**config.mk**
```make
export PLATFORM = sky130hd
export DESIGN_NAME = cra_device_flat
export DESIGN_NICKNAME = d
export VERILOG_FILES = /design/src/cra_pkg.sv /design/src/cra_if.sv /design/src/cra_device.sv /design/src/flat_wrapper.sv
export SDC_FILE = /design/constraint.sdc
export NUM_CORES = 1
export LEC_CHECK = 0
export BUFFER_PORTS_ARGS = -buffer_cell sky130_fd_sc_hd__buf_2
export CAP_MARGIN = 20
export CORE_MARGIN = 2
export CORE_UTILIZATION = 46
export DETAILED_ROUTE_END_ITERATION = 7
export HOLD_SLACK_MARGIN = 0.1
export PLACE_DENSITY = 0.78
export SYNTH_ARGS = -nofsm -noshare
export SYNTH_HDL_FRONTEND = slang
export SYNTH_SLANG_ARGS = --single-unit
```
**constraint.sdc**
```tcl
create_clock -name clk -period 3.8 [get_ports clk]
set_clock_uncertainty 0.15 [all_clocks]
set_input_delay 0.57 -clock clk [delete_from_list [all_inputs] [get_ports clk]]
set_output_delay 0.57 -clock clk [all_outputs]
set_load 0.02 [all_outputs]
```
**src/cra_pkg.sv**
```systemverilog
// Shared constants and types for the register access block.
// Assumes both ends are compiled after this package.
package cra_pkg;

	// ----------------------------------------------------------------
	// I/O map and pointer layout
	// ----------------------------------------------------------------
	localparam logic [15:0] IO_PTR_ADDR = 16'h0010;
	localparam logic [15:0] IO_DATA_ADDR = 16'h0014;
	localparam int PTR_EN_BIT = 31;
	localparam int PTR_IDX_LSB = 2;
	localparam int PTR_IDX_W = 6;
	localparam logic [31:0] PTR_RESET = 32'h00000000;

	// ----------------------------------------------------------------
	// Configuration dword indices and field positions
	// ----------------------------------------------------------------
	localparam logic [5:0] IDX_IDENT = 6'h00;
	localparam logic [5:0] IDX_CTRL = 6'h01;
	localparam logic [5:0] IDX_STAT = 6'h02;
	localparam logic [5:0] IDX_ONCE = 6'h03;
	localparam int LANE_W = 8;
	localparam int CTRL_RW_LSB = 0;
	localparam int CTRL_LK_LSB = 8;
	localparam int CTRL_LOCK_BIT = 7;
	localparam int STAT_ERR_LSB = 0;
	localparam int STAT_SET_LSB = 8;
	localparam int STAT_HW_LSB = 16;
	localparam int ONCE_LSB = 0;
	localparam int CMD_LSB = 8;
	// Arbitrary identification value
	localparam logic [31:0] IDENT_VALUE = 32'h0000C0DE;
	localparam logic [31:0] ALL_ONES = 32'hFFFFFFFF;
	localparam logic [31:0] ZERO_WORD = 32'h00000000;
	localparam logic [7:0] ZERO_BYTE = 8'h00;
	localparam logic [31:0] RESV_NONE = 32'h00000000;
	localparam logic [31:0] RESV_STAT = 32'hFF000000;
	localparam logic [31:0] RESV_ONCE = 32'hFFFF0000;
	localparam logic [3:0] BE_NONE = 4'h0;
	localparam logic [3:0] BE_BYTE = 4'h1;
	localparam logic [3:0] BE_WORD = 4'h3;
	localparam logic [3:0] BE_DWORD = 4'hF;

	typedef enum logic [1:0] {
		CRA_SZ_BYTE = 2'h0,
		CRA_SZ_WORD = 2'h1,
		CRA_SZ_DWORD = 2'h2
	} cra_size_t;

	// Expands byte enables to a bit mask
	function automatic logic [31:0] cra_lane_mask(input logic [3:0] be);
		logic [31:0] m;
		m = ZERO_WORD;
		for (int i = 0; i < 4; i++)
			m[i*LANE_W +: LANE_W] = {LANE_W{be[i]}};
		return m;
	endfunction : cra_lane_mask

	// Reserved positions of each configuration dword
	function automatic logic [31:0] cra_resv_mask(input logic [5:0] idx);
		logic [31:0] m;
		m = RESV_NONE;
		if (idx == IDX_STAT)
			m = RESV_STAT;
		else if (idx == IDX_ONCE)
			m = RESV_ONCE;
		return m;
	endfunction : cra_resv_mask

endpackage : cra_pkg

```
**src/cra_if.sv**
```systemverilog
// Link between the host end and the register end.
// Assumes one clock; the host holds req until it sees ack.
`timescale 1ns/100ps
interface cra_if;
	logic req;
	logic we;
	logic [15:0] addr;
	logic [3:0] be;
	logic [31:0] wdata;
	logic ack;
	logic [31:0] rdata;

	modport dev (input req, we, addr, be, wdata, output ack, rdata);
	modport host (output req, we, addr, be, wdata, input ack, rdata);
endinterface : cra_if

```
**src/cra_device.sv**
```systemverilog
// Register end: I/O pointer plus data window onto a small config space.
// Assumes the host keeps req high until ack, and that hw_* inputs
// come from logic on clk.
`timescale 1ns/100ps
// Summary of operation
// - I/O pointer register steers config space access
// - Byte, word and dword accesses accepted
// - Pointer register written only by dword
// - Lowest byte address holds least significant
// - Read-only bits ignore writes
// - Write-only location fires hardware action
// - Read/write bits return stored value
// - Set-flag bits set by one, cleared by hardware
// - Lockable bits ignore writes while locked
// - Write-once bits lock after first write
// - Host masks reserved bits on reads
// - Host read-merge-writes registers with reserved bits
// - Pointer register written without read-merge-write
// - Sticky error bits survive hard reset
// - Hard reset spares sticky; power-good resets all
module cra_device
	import cra_pkg::*;
(
	input wire logic clk,
	input wire logic rst_n,
	input wire logic hard_reset_in_n,
	cra_if.dev bus,
	input wire logic hw_lock,
	input wire logic [7:0] hw_err_evt,
	input wire logic [7:0] hw_done,
	input wire logic [7:0] hw_status,
	output logic [7:0] ctrl_byte,
	output logic [7:0] lock_byte,
	output logic [7:0] err_flags,
	output logic [7:0] set_flags,
	output logic [7:0] once_byte,
	output logic [7:0] cmd_code,
	output logic cmd_strobe
);

	// ----------------------------------------------------------------
	// State
	// ----------------------------------------------------------------
	logic hrst_n;
	logic ack_r, ack_nxt;
	logic [31:0] rdata_r, rdata_nxt;
	logic [31:0] ptr_r, ptr_nxt;
	logic [7:0] ctrl_r, ctrl_nxt;
	logic [7:0] lock_r, lock_nxt;
	logic [7:0] err_r, err_nxt;
	logic [7:0] set_r, set_nxt;
	logic [7:0] once_r, once_nxt;
	logic once_used_r, once_used_nxt;
	logic [7:0] cmd_r, cmd_nxt;
	logic strobe_r, strobe_nxt;

	// ----------------------------------------------------------------
	// Access decode
	// ----------------------------------------------------------------
	logic take, wr, rd;
	logic ptr_hit, data_hit;
	logic [5:0] idx;
	logic [31:0] wmask;
	logic [31:0] wd;
	logic [31:0] cfg_rd;
	logic locked;

	// Hard reset folds into the non-sticky domain only
	assign hrst_n = rst_n & hard_reset_in_n;

	// Second cycle of a held request is not taken again
	assign take = bus.req & ~ack_r;
	assign wr = take & bus.we;
	assign rd = take & ~bus.we;
	assign ptr_hit = (bus.addr == IO_PTR_ADDR);
	assign data_hit = (bus.addr == IO_DATA_ADDR) & ptr_r[PTR_EN_BIT];
	assign idx = ptr_r[PTR_IDX_LSB +: PTR_IDX_W];
	// Lane i carries byte address offset i
	assign wmask = cra_lane_mask(bus.be);
	assign wd = bus.wdata;
	assign locked = ctrl_r[CTRL_LOCK_BIT] | hw_lock;

	// ----------------------------------------------------------------
	// Read multiplexer
	// ----------------------------------------------------------------
	always_comb
	begin
		cfg_rd = ALL_ONES;
		case (idx)
			IDX_IDENT: cfg_rd = IDENT_VALUE;
			IDX_CTRL: cfg_rd = {ZERO_BYTE, ZERO_BYTE, lock_r, ctrl_r};
			IDX_STAT: cfg_rd = {ZERO_BYTE, hw_status, set_r, err_r};
			// Command lane reads zero
			IDX_ONCE: cfg_rd = {ZERO_BYTE, ZERO_BYTE, ZERO_BYTE, once_r};
			default: cfg_rd = ALL_ONES;
		endcase
	end

	// ----------------------------------------------------------------
	// Next-state for the link and non-sticky registers
	// ----------------------------------------------------------------
	always_comb
	begin
		ack_nxt = take;
		rdata_nxt = rdata_r;
		ptr_nxt = ptr_r;
		ctrl_nxt = ctrl_r;
		lock_nxt = lock_r;
		set_nxt = set_r & ~hw_done;
		once_nxt = once_r;
		once_used_nxt = once_used_r;
		cmd_nxt = cmd_r;
		strobe_nxt = 1'b0;
		if (rd)
		begin
			// Unmapped or disabled window reads all ones
			if (ptr_hit)
				rdata_nxt = ptr_r;
			else if (data_hit)
				rdata_nxt = cfg_rd;
			else
				rdata_nxt = ALL_ONES;
		end
		if (wr && ptr_hit && bus.be == BE_DWORD)
			ptr_nxt = wd;
		if (wr && data_hit)
		begin
			case (idx)
				IDX_CTRL:
				begin
					if (bus.be[CTRL_RW_LSB / LANE_W])
						ctrl_nxt = wd[CTRL_RW_LSB +: LANE_W];
					if (bus.be[CTRL_LK_LSB / LANE_W] && !locked)
						lock_nxt = wd[CTRL_LK_LSB +: LANE_W];
				end
				IDX_STAT:
				begin
					// Software set wins over a same-cycle hardware clear
					set_nxt = set_nxt
						| (wd[STAT_SET_LSB +: LANE_W]
						& wmask[STAT_SET_LSB +: LANE_W]);
				end
				IDX_ONCE:
				begin
					if (bus.be[ONCE_LSB / LANE_W] && !once_used_r)
					begin
						once_nxt = wd[ONCE_LSB +: LANE_W];
						once_used_nxt = 1'b1;
					end
					if (bus.be[CMD_LSB / LANE_W])
					begin
						cmd_nxt = wd[CMD_LSB +: LANE_W];
						strobe_nxt = 1'b1;
					end
				end
				// Read-only identity and unmapped dwords drop writes
				default: ;
			endcase
		end
	end

	// ----------------------------------------------------------------
	// Sticky error flags
	// ----------------------------------------------------------------
	always_comb
	begin
		err_nxt = err_r;
		if (wr && data_hit && idx == IDX_STAT)
			err_nxt = err_r & ~(wd[STAT_ERR_LSB +: LANE_W]
				& wmask[STAT_ERR_LSB +: LANE_W]);
		// Event in the clearing cycle is kept
		err_nxt = err_nxt | hw_err_evt;
	end

	// ----------------------------------------------------------------
	// Registers
	// ----------------------------------------------------------------
	always_ff @(posedge clk or negedge hrst_n)
	begin
		if (!hrst_n)
		begin
			ack_r <= 1'b0;
			rdata_r <= ZERO_WORD;
			ptr_r <= PTR_RESET;
			ctrl_r <= ZERO_BYTE;
			lock_r <= ZERO_BYTE;
			set_r <= ZERO_BYTE;
			once_r <= ZERO_BYTE;
			once_used_r <= 1'b0;
			cmd_r <= ZERO_BYTE;
			strobe_r <= 1'b0;
		end
		else
		begin
			ack_r <= ack_nxt;
			rdata_r <= rdata_nxt;
			ptr_r <= ptr_nxt;
			ctrl_r <= ctrl_nxt;
			lock_r <= lock_nxt;
			set_r <= set_nxt;
			once_r <= once_nxt;
			once_used_r <= once_used_nxt;
			cmd_r <= cmd_nxt;
			strobe_r <= strobe_nxt;
		end
	end

	// Only the power-good reset clears these
	always_ff @(posedge clk or negedge rst_n)
	begin
		if (!rst_n)
			err_r <= ZERO_BYTE;
		else
			err_r <= err_nxt;
	end

	// ----------------------------------------------------------------
	// Outputs
	// ----------------------------------------------------------------
	assign bus.ack = ack_r;
	assign bus.rdata = rdata_r;
	assign ctrl_byte = ctrl_r;
	assign lock_byte = lock_r;
	assign err_flags = err_r;
	assign set_flags = set_r;
	assign once_byte = once_r;
	assign cmd_code = cmd_r;
	assign cmd_strobe = strobe_r;

endmodule : cra_device

```
**src/flat_wrapper.sv**
```systemverilog
// flat-port wrapper written by rule: the top's interface ports become plain ports
module cra_device_flat import cra_pkg::*;
  (clk, rst_n, hard_reset_in_n, hw_lock, hw_err_evt, hw_done, hw_status, ctrl_byte, lock_byte, err_flags, set_flags, once_byte, cmd_code, cmd_strobe, bus_req, bus_we, bus_addr, bus_be, bus_wdata, bus_ack, bus_rdata);
  cra_if bus_i ();
  input wire logic clk;
  input wire logic rst_n;
  input wire logic hard_reset_in_n;
  input wire logic hw_lock;
  input wire logic [7:0] hw_err_evt;
  input wire logic [7:0] hw_done;
  input wire logic [7:0] hw_status;
  output logic [7:0] ctrl_byte;
  output logic [7:0] lock_byte;
  output logic [7:0] err_flags;
  output logic [7:0] set_flags;
  output logic [7:0] once_byte;
  output logic [7:0] cmd_code;
  output logic cmd_strobe;
  input wire logic [$bits(bus_i.req)-1:0] bus_req;
  input wire logic [$bits(bus_i.we)-1:0] bus_we;
  input wire logic [$bits(bus_i.addr)-1:0] bus_addr;
  input wire logic [$bits(bus_i.be)-1:0] bus_be;
  input wire logic [$bits(bus_i.wdata)-1:0] bus_wdata;
  output wire logic [$bits(bus_i.ack)-1:0] bus_ack;
  output wire logic [$bits(bus_i.rdata)-1:0] bus_rdata;
  assign bus_i.req = bus_req;
  assign bus_i.we = bus_we;
  assign bus_i.addr = bus_addr;
  assign bus_i.be = bus_be;
  assign bus_i.wdata = bus_wdata;
  assign bus_ack = bus_i.ack;
  assign bus_rdata = bus_i.rdata;
  cra_device u_core (.clk(clk), .rst_n(rst_n), .hard_reset_in_n(hard_reset_in_n), .bus(bus_i), .hw_lock(hw_lock), .hw_err_evt(hw_err_evt), .hw_done(hw_done), .hw_status(hw_status), .ctrl_byte(ctrl_byte), .lock_byte(lock_byte), .err_flags(err_flags), .set_flags(set_flags), .once_byte(once_byte), .cmd_code(cmd_code), .cmd_strobe(cmd_strobe));
endmodule
```
### Word-level counts from Yosys, hierarchy flattened

Cells that the tools add are included.

| storage, ports and cells | value |
|---|---|
| output and inout bits | 82 |
| register bits | 115 |
| bits of input ports | 82 |

| operators by class | value |
|---|---|
| reductions and logical operators | 13 |
| multiplexer cells | 9 |
| equal/unequal tests | 6 |
| bitwise operators | 16 |

Operators with widths:

| kind | number |
|---|---|
| 32-bit one-hot mux with 4 select lines | 1 |
| 32-bit two-way mux | 2 |
| 8-bit AND | 4 |
| 16-bit by 5-bit == test with 1-bit output, second input constant | 2 |
| 8-bit two-way mux | 3 |
| 8-bit inverter | 2 |
| 8-bit bitwise OR | 2 |
| 6-bit by 2-bit == test with 1-bit output, second input constant | 2 |
| 3-bit AND reduction | 4 |
| 6-bit by 1-bit == test with 1-bit output, second input constant | 1 |
| 1-bit logical AND | 6 |
| 6-bit zero test | 1 |
| 1-bit AND | 5 |
| 4-bit == test, second input constant | 1 |
| 1-bit two-way mux | 3 |
| 1-bit zero test | 2 |
| 1-bit inverter | 2 |
| 1-bit bitwise OR | 1 |

### Longest topological paths before layout

Gate-level depths: netlist of the first run.

| depth | value |
|---|---|
| word-level depth | 7 |
| gate-level depth with buffers | 7 |
| mapped depth without buffers | 4 |

### Worst setup path after synthesis of the first run

Ideal clock, no wire load.

| path | value |
|---|---|
| kind | input -> register |
| start | in bus_addr[13] |
| end | reg u_core.once_r[0] (netlist: u_core.once_byte[0]) |
| arrival | 2.149 ns |
| data required time | 3.525 ns |
| setup slack | 1.376 ns |
| setup time | 0.125 ns |
| stages on the path | 5 |
| path through | or3_1 or3_1 or4_1 buf_2 mux2_4 |

| on the way | value |
|---|---|
| word-level cells in the longest chain between the ends | 4 |

Ends and longest elaborated chain:

| item | RTL line | text |
|---|---|---|
| from (decl) | flat_wrapper.sv:21 | `input wire logic [$bits(bus_i.addr)-1:0] bus_addr;` |
| 16-bit by 5-bit == test with 1-bit output | cra_device.sv:76 | `assign data_hit = (bus.addr == IO_DATA_ADDR) & ptr_r[PTR_EN_BIT];` |
| 1-bit AND | cra_device.sv:76 |  |
| 1-bit logical AND | cra_device.sv:126 | `if (wr && data_hit)` |
| 3-bit AND reduction (no source line) | -- |  |
| to (signal assigned) | cra_device.sv:201 | `once_r <= once_nxt;` |
| to (decl) | cra_device.sv:52 | `logic [7:0] once_r, once_nxt;` |

No other way between the ends.
A chain may end at the register's enable or synchronous reset.

### Final worst setup path of the first run

| path | value |
|---|---|
| start | reg u_core.ptr_r[5] |
| end | reg u_core.once_r[6] (netlist: u_core.once_byte[6]) |

| on the way | value |
|---|---|
| word-level cells in the longest chain between the ends | 2 |

Ends and longest elaborated chain:

| item | RTL line | text |
|---|---|---|
| from (decl) | cra_device.sv:47 | `logic [31:0] ptr_r, ptr_nxt;` |
| from (signal assigned) | cra_device.sv:197 | `ptr_r <= ptr_nxt;` |
| 6-bit by 2-bit == test with 1-bit output | cra_device.sv:128 | `case (idx)` |
| 3-bit AND reduction (no source line) | -- |  |

No other way between the ends.

==> results of run 1 <==
metrics by stage:
step	utilization [%]	instances	hold WS [ns]
final	63.0	756	0.176
after global routing	62.9	755	0.165
after CTS	62.9	754	0.162
after detailed placement	56.5	721	0.286
after global placement	56.5	721	0.280
after floorplan	-	435	0.124
cells in the mapped netlist (all sizes together) (8+ instances only):
cell type	number	share of area, %
buf	10	1.3
mux2	66	15
nor4	15	2.9
or3	21	2.5
a31oi	8	0.96
o22ai	24	2.9
nor3	10	1.1
nand2	20	1.4
inv	17	1.2
nor2	29	2.1
dfrtp	115	55
a21oi	26	2.5
a22o	14	2.4
clkbuf	19	1.4
flip-flops by register name, summed over array words and instances (netlist names), 8 cells and up:
register          cells
u_core.bus.rdata     32
u_core.ptr_r         32
u_core.cmd_code       8
u_core.ctrl_byte      8
u_core.err_flags      8
u_core.lock_byte      8
u_core.once_byte      8
u_core.set_flags      8
routing by layer:
metal | global-route usage, % | up-vias | part of all wire, %
met5 | 0 | - | 0
met3 | 7.23 | 32 | 7.4
met2 | 40.2 | 154 | 49
met1 | 29.4 | 2061 | 41
li1 | - | 1943 | -
met4 | 10.6 | 0 | 2.3
power breakdown:
group | switching [mW] | internal [mW]
clock | 0.560 | 1.29
combinational | 0.0738 | 0.0445
sequential | 0.00121 | 1.23
what timing repair did:
item | in CTS | in global routing
gates resized for setup | 0 | 0
endpoints found under the hold margin | 8 | 0
hold buffers | 1 | 0
cell families after synthesis:
family	count (synthesis)
AND/OR/NAND/NOR	118
flip-flops	115
AO/OA/AOI/OAI	84
multiplexers	72
buffers and inverters	46
final cells by class:
cell class / count / area (sq um)
Clock buffer: 18 / 429
Tap cell: 140 / 175
Fill cell: 868 / 4050
Multi-Input combinational cell: 274 / 2140
Sequential cell: 115 / 2880
Inverter: 17 / 63.8
Timing Repair Buffer: 177 / 936
Clock inverter: 14 / 259
Antenna cell: 1 / 2.50
worst register-to-register path: cells and delay by family, from the launching register on:
kind	cells	cell delay [ns]
buf+inv	1	0.26
flops	1	0.43
mux	1	0.41
simple gates	3	1.36
worst paths after layout:
kind / from / to / slack [ns] / cells past startpoint
worst max-delay path: u_core.ptr_r[5] / u_core.once_byte[6] / 1.09 / 5
worst min-delay path: hw_done[6] / u_core.set_flags[6] / 0.18 / 2
worst max register to register: u_core.ptr_r[5] / u_core.once_byte[6] / 1.09 / 5
worst min register to register: u_core.once_used_r / u_core.once_used_r / 0.32 / 2
max in group asynchronous: rst_n / u_core.bus.rdata[28] / 1.74 / 4
min in group asynchronous: hard_reset_in_n / u_core.ctrl_byte[4] / 0.20 / 2
==> results_dict.tcl, run 1 <==
set metrics [dict create \
    setup_violations 0 \
    max_stage_delay_ns 0.88 \
    area.growth.synth_to_final_pct 32.3 \
    powerDensity_nw_per_um2 465 \
    grt_pass1_vias 4237 \
    setup_tns_ns 0 \
    syn_area_sq_um 5210 \
    drcViolationCount 0 \
    start_kind "register" \
    num_io_pins 164 \
    drv_cap 0 \
    rsz0062_at_grt "no" \
    mostFrequentLayoutCells "163 x buf_2, 115 x dfrtp_1, 48 x mux2_2, 29 x nor2_1, 26 x a21oi_1" \
    crit_path_end_kind "register" \
    tightest_slew_ns 0.976 \
    synthXorXnorAreaFrac_pct 0 \
    dr.pass1.iters 4 \
    die-width_microns 110 \
    ys_warn_count 0 \
    fmax_mhz 368 \
    slew_viol_final 0 \
    status "finished clean" \
    clk_latency_ns 0.41 \
    finalWorstSetupSlack_ns 1.09 \
    synth.avg_cell_area_sq_um 12.0 \
    synth_mux_area_share_pct 16.6 \
    wl_per_cell_microns 18.8 \
    die_area_sq_um 12200 \
    drt_iter0_drc 179 \
    grt_pass1_wl_microns 22000 \
    synth_top_family_by_area "multiplexers" \
    wirelength_microns 14200 \
    synthSimpleGateAreaFrac_pct 13.8 \
    async_flop_share_pct 100 \
    grt_start_max_net_pins 60 \
    postRouteAntennaNets 0 \
    place_area_sq_um 6180 \
    viasPerCell 5.54 \
    synthCells 435 \
    path_max_fanout 12 \
    core_area_sq_um 10900 \
    power_mw 3.20 \
    critPathKind "register to register" \
    cts_sinks 115 \
    cts.clk_slew.worst_paths_ns 0.05 \
    synth_ff_type "dfrtp_1" \
    rows 38 \
    final_common_cell "buf_2" \
    synth_cell_types 39 \
    initial_core_util_pct 47.6 \
    p_leak_nw 3.33 \
    cts_root_buffer "clkbuf_16" \
    ys_seq_area_share_pct 55.3 \
    synth_fp_nets 517 \
    required_ns 3.94 \
    die_y_microns 110 \
    track_usage_pct 24.3 \
    clockBufferDepth 2 \
    place_ws_ns 0.690 \
    hold_viol_final 0 \
    path_buf_inv 1 \
    fin_area_sq_um 6890 \
    synth-adder-area-share_pct 0 \
    fin_crit_ns 2.71 \
    antenna_found_initial 1 \
    crit_chain "nor4_4 -> buf_4 -> nand3_4 -> or4_1 -> mux2_4" \
    routabilityCongestion 0.819 \
    post_cts_buffers 0 \
    peakVddDrop_mv 0.235 \
    relSlewSlack_pct 34.0 \
    portBuffers 163 \
    cp_top_family "simple AND/OR/NAND/NOR gates" \
    layout.nets 684 \
    dp_hpwl_microns 9590 \
    htree_levels 4 \
    vias 4190 \
    synth_edf_count 0 \
    slowest_stage "or4_1" \
    fin_crit_sh_pct 71.4 \
    synth_compound_area_share_pct 10.4 \
    cts_made_buffers 17 \
    drive_above_1_share_pct 46.3 \
    ys_ff_latch 115 \
    worst_hold_path_type "input port to register" \
    grt_overflow 0 \
    cts_tree "built" \
    critPathArrivalTime_ns 2.85 \
]
Power figures use the tool's default switching activity.
==> run 2: changes to the inputs <==
==> constraint.sdc (replaced) <==
create_clock -name clk -period 2.2 [get_ports clk]
set_clock_uncertainty 0.15 [all_clocks]
set_input_delay 0.33 -clock clk [delete_from_list [all_inputs] [get_ports clk]]
set_output_delay 0.33 -clock clk [all_outputs]
set_load 0.02 [all_outputs]
==> run 2 against run 1 <==
Against the previous run: combinational power rose to 2.6 times the previous value; flip-flop and latch count did not move; setup slack got worse by 1.0 ns; global-route usage rose by 1.8 points; sequential power rose by 72%; cell area rose by 12%; wire length rose by 10%; register-to-register slack got worse by 1.0 ns; via count rose by 10%; die area did not move; critical endpoint is now u_core.ctrl_byte[3]; largest cell class unchanged.
==> results_dict.tcl, run 2 (synthesis gave the netlist of run 1 again) <==
set metrics [dict create \
    core_area_sq_um 10900 \
    seq_area_sq_um 2880 \
    postRouteAntennaNets 0 \
    hold_viol_final 0 \
    internal_power_mw 3.98 \
    grt_start_max_net_pins 108 \
    drive_above_1_share_pct 45.4 \
    num_io_pins 164 \
    cts.clk_slew.worst_paths_ns 0.05 \
    slew_viol_final 0 \
    drv_cap 0 \
    share_seq_of_total_power_pct 42.3 \
    cts_made_buffers 17 \
    antenna_found_initial 0 \
    fin_crit_sh_pct 98.2 \
    tightest_slew_ns 0.587 \
    grt_pass1_vias 4871 \
    drt_iter0_drc 264 \
    drcViolationCount 0 \
    fin_area_sq_um 7690 \
    grt_overflow 0 \
    grt_pass1_wl_microns 23700 \
    wirelength_microns 15700 \
    num_antenna_cells 0 \
    place_area_sq_um 6430 \
    routabilityCongestion 0.822 \
    r2r_end "u_core.ctrl_byte[3]" \
    power_switching_mw 1.04 \
    required_ns 2.34 \
    mostFrequentLayoutCells "163 x buf_2, 114 x dfrtp_1, 59 x dlygate4sd3_1, 40 x mux2_2, 38 x buf_4" \
    rsz0062_at_grt "yes" \
    viasPerCell 5.49 \
    crit_path_end_kind "register" \
    regToRegStartpoint "u_core.ptr_r[6]" \
    initial_core_util_pct 47.6 \
    wl_per_cell_microns 18.6 \
    multi_input_area_sq_um 2190 \
    die-width_microns 110 \
    p_comb_share_pct 6.1 \
    clockBufferDepth 2 \
    start_kind "register" \
    slowest_stage "dfrtp_1" \
    die_y_microns 110 \
    fmax_mhz 463 \
    dp_hpwl_microns 10100 \
    final_common_cell "buf_2" \
    setup_violations 0 \
    critPathKind "register to register" \
    track_usage_pct 26.1 \
    crit_start "u_core.ptr_r[6]" \
    r2r_setup_slack_ns 0.04 \
    vias 4620 \
    portBuffers 163 \
    cts_sinks 115 \
    powerDensity_nw_per_um2 653 \
    cts_root_buffer "clkbuf_16" \
    fin_crit_ns 2.16 \
    critPathArrivalTime_ns 2.30 \
    area.growth.synth_to_final_pct 47.7 \
    post-route-util_pct 70.3 \
    path_max_fanout 8 \
    die_area_sq_um 12200 \
    dr.pass1.iters 4 \
    max_stage_delay_ns 0.41 \
    crit_chain "nor4_4 -> nand3_4 -> buf_8 -> nor4b_4 -> buf_12 -> mux2_4" \
    peakVddDrop_mv 0.373 \
    swShare_pct 20.8 \
    worst_hold_path_type "input port to register" \
    place_ws_ns -0.203 \
    layout.nets 774 \
    relSlewSlack_pct 60.9 \
    finalWorstSetupSlack_ns 0.0406 \
    htree_levels 4 \
    holdWs_ns 0.153 \
    pwr-share-clk_pct 51.7 \
    r2r_cells 6 \
    p_leak_nw 3.72 \
    status "finished clean" \
    endpoint "u_core.ctrl_byte[3]" \
    cts_tree "built" \
    fillers 750 \
    rows 38 \
    clk_latency_ns 0.41 \
]
run 2: worst min-delay path by stage:
| stage | from | end | slack [ns] | cells after the start |
|---|---|---|---|---|
| 2_1_floorplan | rst_n | u_core.err_flags[0] | -0.12 | 0 |
| 6_report | bus_be[1] | u_core.cmd_strobe | 0.15 | 3 |
| 4_1_cts | bus_be[1] | u_core.cmd_strobe | 0.14 | 3 |
| 5_1_grt | bus_be[1] | u_core.cmd_strobe | 0.17 | 3 |
| 3_5_place_dp | rst_n | u_core.err_flags[3] | 0.05 | 1 |
| 3_3_place_gp | rst_n | u_core.err_flags[2] | 0.04 | 1 |
run 2: power groups by stage:
stage / combinational (mW) / sequential, mW / clock [mW]
global route: 0.330 / 2.12 / 2.72
CTS: 0.298 / 2.12 / 2.62
global placement: 0.210 / 2.16 / 0
detailed placement: 0.216 / 2.16 / 0
floorplan: 0.0726 / 2.16 / 0
finish: 0.304 / 2.12 / 2.59
run 2: area by class of cell:
class / instances / share of cell area, %
sequential: 115 / 37.4
tap: 140 / 2.28
timing repair buffer: 267 / 23.6
clock buffer: 24 / 6.65
inverter: 17 / 0.830
clock inverter: 5 / 0.651
multi-input combinational: 274 / 28.5
run 2: repair_timing:
action | 4_1_cts | 5_1_grt
pin swaps | 3 | 6
endpoints found under the setup margin | 55 | 59
buffers inserted | 2 | 2
gates resized for setup | 4 | 16
endpoints found under the hold margin | 204 | 0
hold buffers | 59 | 0
run 2: critical path, delay by kind of cell, from the launching register on:
family / cells / cell delay (ns)
flops: 1 / 0.41
simple gates: 3 / 0.82
buf+inv: 2 / 0.35
mux: 1 / 0.30
run 2: per-layer routing:
metal / routed length (microns) / global-route usage, % / share of wire, % / vias up
met3: 1120 / 7.05 / 7.1 / 30
met4: 352 / 11.3 / 2.2 / 0
met2: 7820 / 44.0 / 50 / 203
met1: 6410 / 31.6 / 41 / 2271
met5: 0 / 0 / 0 / -
li1: - / - / - / 2116
run 2: through the flow:
| stage | setup TNS (ns) | instances | total power [mW] |
|---|---|---|---|
| after floorplan | -0.448 | 435 | 2.23 |
| after detailed placement | -9.31 | 750 | 2.37 |
| final | 0 | 842 | 5.02 |
| after CTS | 0 | 840 | 5.04 |
| after global placement | -9.11 | 750 | 2.37 |
| after global routing | -0.502 | 842 | 5.17 |
==> run 3: changes to the inputs <==
--- a/config.mk
+++ b/config.mk
@@ -7,9 +7,11 @@
 export LEC_CHECK = 0
 export BUFFER_PORTS_ARGS = -buffer_cell sky130_fd_sc_hd__buf_2
 export CAP_MARGIN = 20
+export CORE_ASPECT_RATIO = 1.2
 export CORE_MARGIN = 2
 export CORE_UTILIZATION = 46
 export DETAILED_ROUTE_END_ITERATION = 7
+export GPL_ROUTABILITY_DRIVEN = 0
 export HOLD_SLACK_MARGIN = 0.1
 export PLACE_DENSITY = 0.78
 export SYNTH_ARGS = -nofsm -noshare
==> run 3 against run 2 <==
Against the previous run: wire length shrank 0.78%; utilization shrank 1.3 points; highest routed layer unchanged; cell area shrank 0.99%; clock power shrank 2%; critical path type unchanged; cell count shrank 0.83%; flip-flop and latch count is the same; die area is essentially flat; fmax shrank 1.6%; setup slack lost 0.035 ns; sequential power is essentially flat; via count grew 0.17%; sequential share of layout area grew 0.36 points.
==> results_dict.tcl, run 3 (synthesis gave the netlist of run 1 again) <==
set metrics [dict create \
    antenna_found_initial 0 \
    num_io_pins 164 \
    dr.pass1.iters 4 \
    multi_input_area_sq_um 2150 \
    fin_crit_sh_pct 99.7 \
    portBuffers 163 \
    crit_start "u_core.ptr_r[5]" \
    fin_area_sq_um 7610 \
    initial_core_util_pct 47.2 \
    dp_hpwl_microns 10300 \
    die_area_sq_um 12200 \
    layout.nets 773 \
    power_mw 4.96 \
    wl_per_cell_microns 18.7 \
    seq_area_sq_um 2880 \
    clockBufferDepth 2 \
    grt_pass1_wl_microns 24900 \
    relSlewSlack_pct 64.6 \
    crit_path_end_kind "register" \
    cts.clk_slew.worst_paths_ns 0.05 \
    path_max_fanout 8 \
    status "finished clean" \
    place_area_sq_um 6460 \
    place_ws_ns -0.250 \
    rsz0062_at_grt "yes" \
    regToRegStartpoint "u_core.ptr_r[5]" \
    cts_root_buffer "clkbuf_16" \
    critPathArrivalTime_ns 2.33 \
    drcViolationCount 0 \
    p_leak_nw 3.70 \
    peakVddDrop_mv 0.508 \
    setup_violations 0 \
    fmax_mhz 456 \
    track_usage_pct 26.7 \
    r2r_cells 6 \
    tightest_slew_ns 0.530 \
    powerDensity_nw_per_um2 652 \
    endpoint "u_core.cmd_code[5]" \
    fin_crit_ns 2.19 \
    slew_viol_final 0 \
    fillers 761 \
    postRouteAntennaNets 0 \
    htree_levels 4 \
    required_ns 2.34 \
    cts_made_buffers 17 \
    grt_pass1_vias 4934 \
    grt_overflow 0 \
    area.growth.synth_to_final_pct 46.2 \
    clk_latency_ns 0.41 \
    cts_tree "built" \
    core_area_sq_um 11000 \
    drive_above_1_share_pct 44.8 \
    drv_cap 0 \
    die_y_microns 121 \
    viasPerCell 5.54 \
    stdcell_count 835 \
    drt_iter0_drc 222 \
    placed_cells 745 \
    cts_sinks 115 \
    vias 4628 \
    rows 42 \
    hold_viol_final 0 \
    grt_start_max_net_pins 32 \
    start_kind "register" \
    r2r_setup_slack_ns 0.006 \
    r2r_end "u_core.cmd_code[5]" \
    die-width_microns 101 \
    mostFrequentLayoutCells "163 x buf_2, 115 x dfrtp_1, 58 x dlygate4sd3_1, 48 x mux2_2, 37 x buf_4" \
    final_common_cell "buf_2" \
    holdWs_ns 0.134 \
    finalWorstSetupSlack_ns 0.00562 \
    worst_hold_path_type "input port to register" \
    critPathKind "register to register" \
    wirelength_microns 15600 \
    num_antenna_cells 0 \
]
run 3: changes by cell type in the layout (fill, tap and decap cells not counted), sizes merged:
cell         change
bufinv           -1
clkbuf           +3
dlygate4sd3      -1
run 3: timing repair:
item / CTS / global route
pin swaps: 1 / 1
resized for setup: 1 / 3
hold buffers: 58 / 0
endpoints found under the setup margin: 8 / 32
setup buffers: 1 / 0
hold endpoints to repair: 123 / 0
run 3: worst min-delay path by stage:
stage	endpoint	cells after the start	slack, ns	from
floorplan	u_core.err_flags[0]	0	-0.12	rst_n
global placement	u_core.err_flags[3]	1	0.04	rst_n
detailed placement	u_core.err_flags[2]	1	0.05	rst_n
CTS	u_core.cmd_strobe	3	0.13	bus_be[1]
global route	u_core.cmd_strobe	3	0.14	bus_be[1]
finish	u_core.cmd_strobe	3	0.13	bus_be[1]
run 3: final cells by class:
type / instances / share of cell area, %
timing repair buffer: 266 / 23.7
tap: 132 / 2.17
inverter: 17 / 0.838
clock buffer: 27 / 7.00
sequential: 115 / 37.8
multi-input combinational: 274 / 28.2
clock inverter: 4 / 0.263
run 3: worst max-delay path: stages, from the launching register on:
cell,delay (ns)
dfrtp_1,0.42
nor4_4,0.36
nand3_4,0.12
buf_6,0.16
nor4_4,0.32
buf_12,0.17
mux2_2,0.36
run 3: routing by layer:
metal  share of wire (%)  track usage [%]  vias to the layer above
li1                    -                -                     2111
met5                   0                0                        -
met1                  38             31.1                     2296
met4                 2.9             11.7                        0
met2                  53             45.9                      187
met3                 6.3             6.99                       34
run 3: metrics by stage:
step | TNS [ns] | util (%)
floorplan | -0.448 | -
global route | -1.23 | 69.0
detailed placement | -11.40 | 58.5
CTS | 0 | 68.9
finish | 0 | 69.0
global placement | -8.47 | 58.5
run 3: power breakdown:
group | switching, mW | internal [mW] | total, mW
clock network | 0.902 | 1.63 | 2.54
logic | 0.150 | 0.157 | 0.307
registers | 0.000830 | 2.12 | 2.12
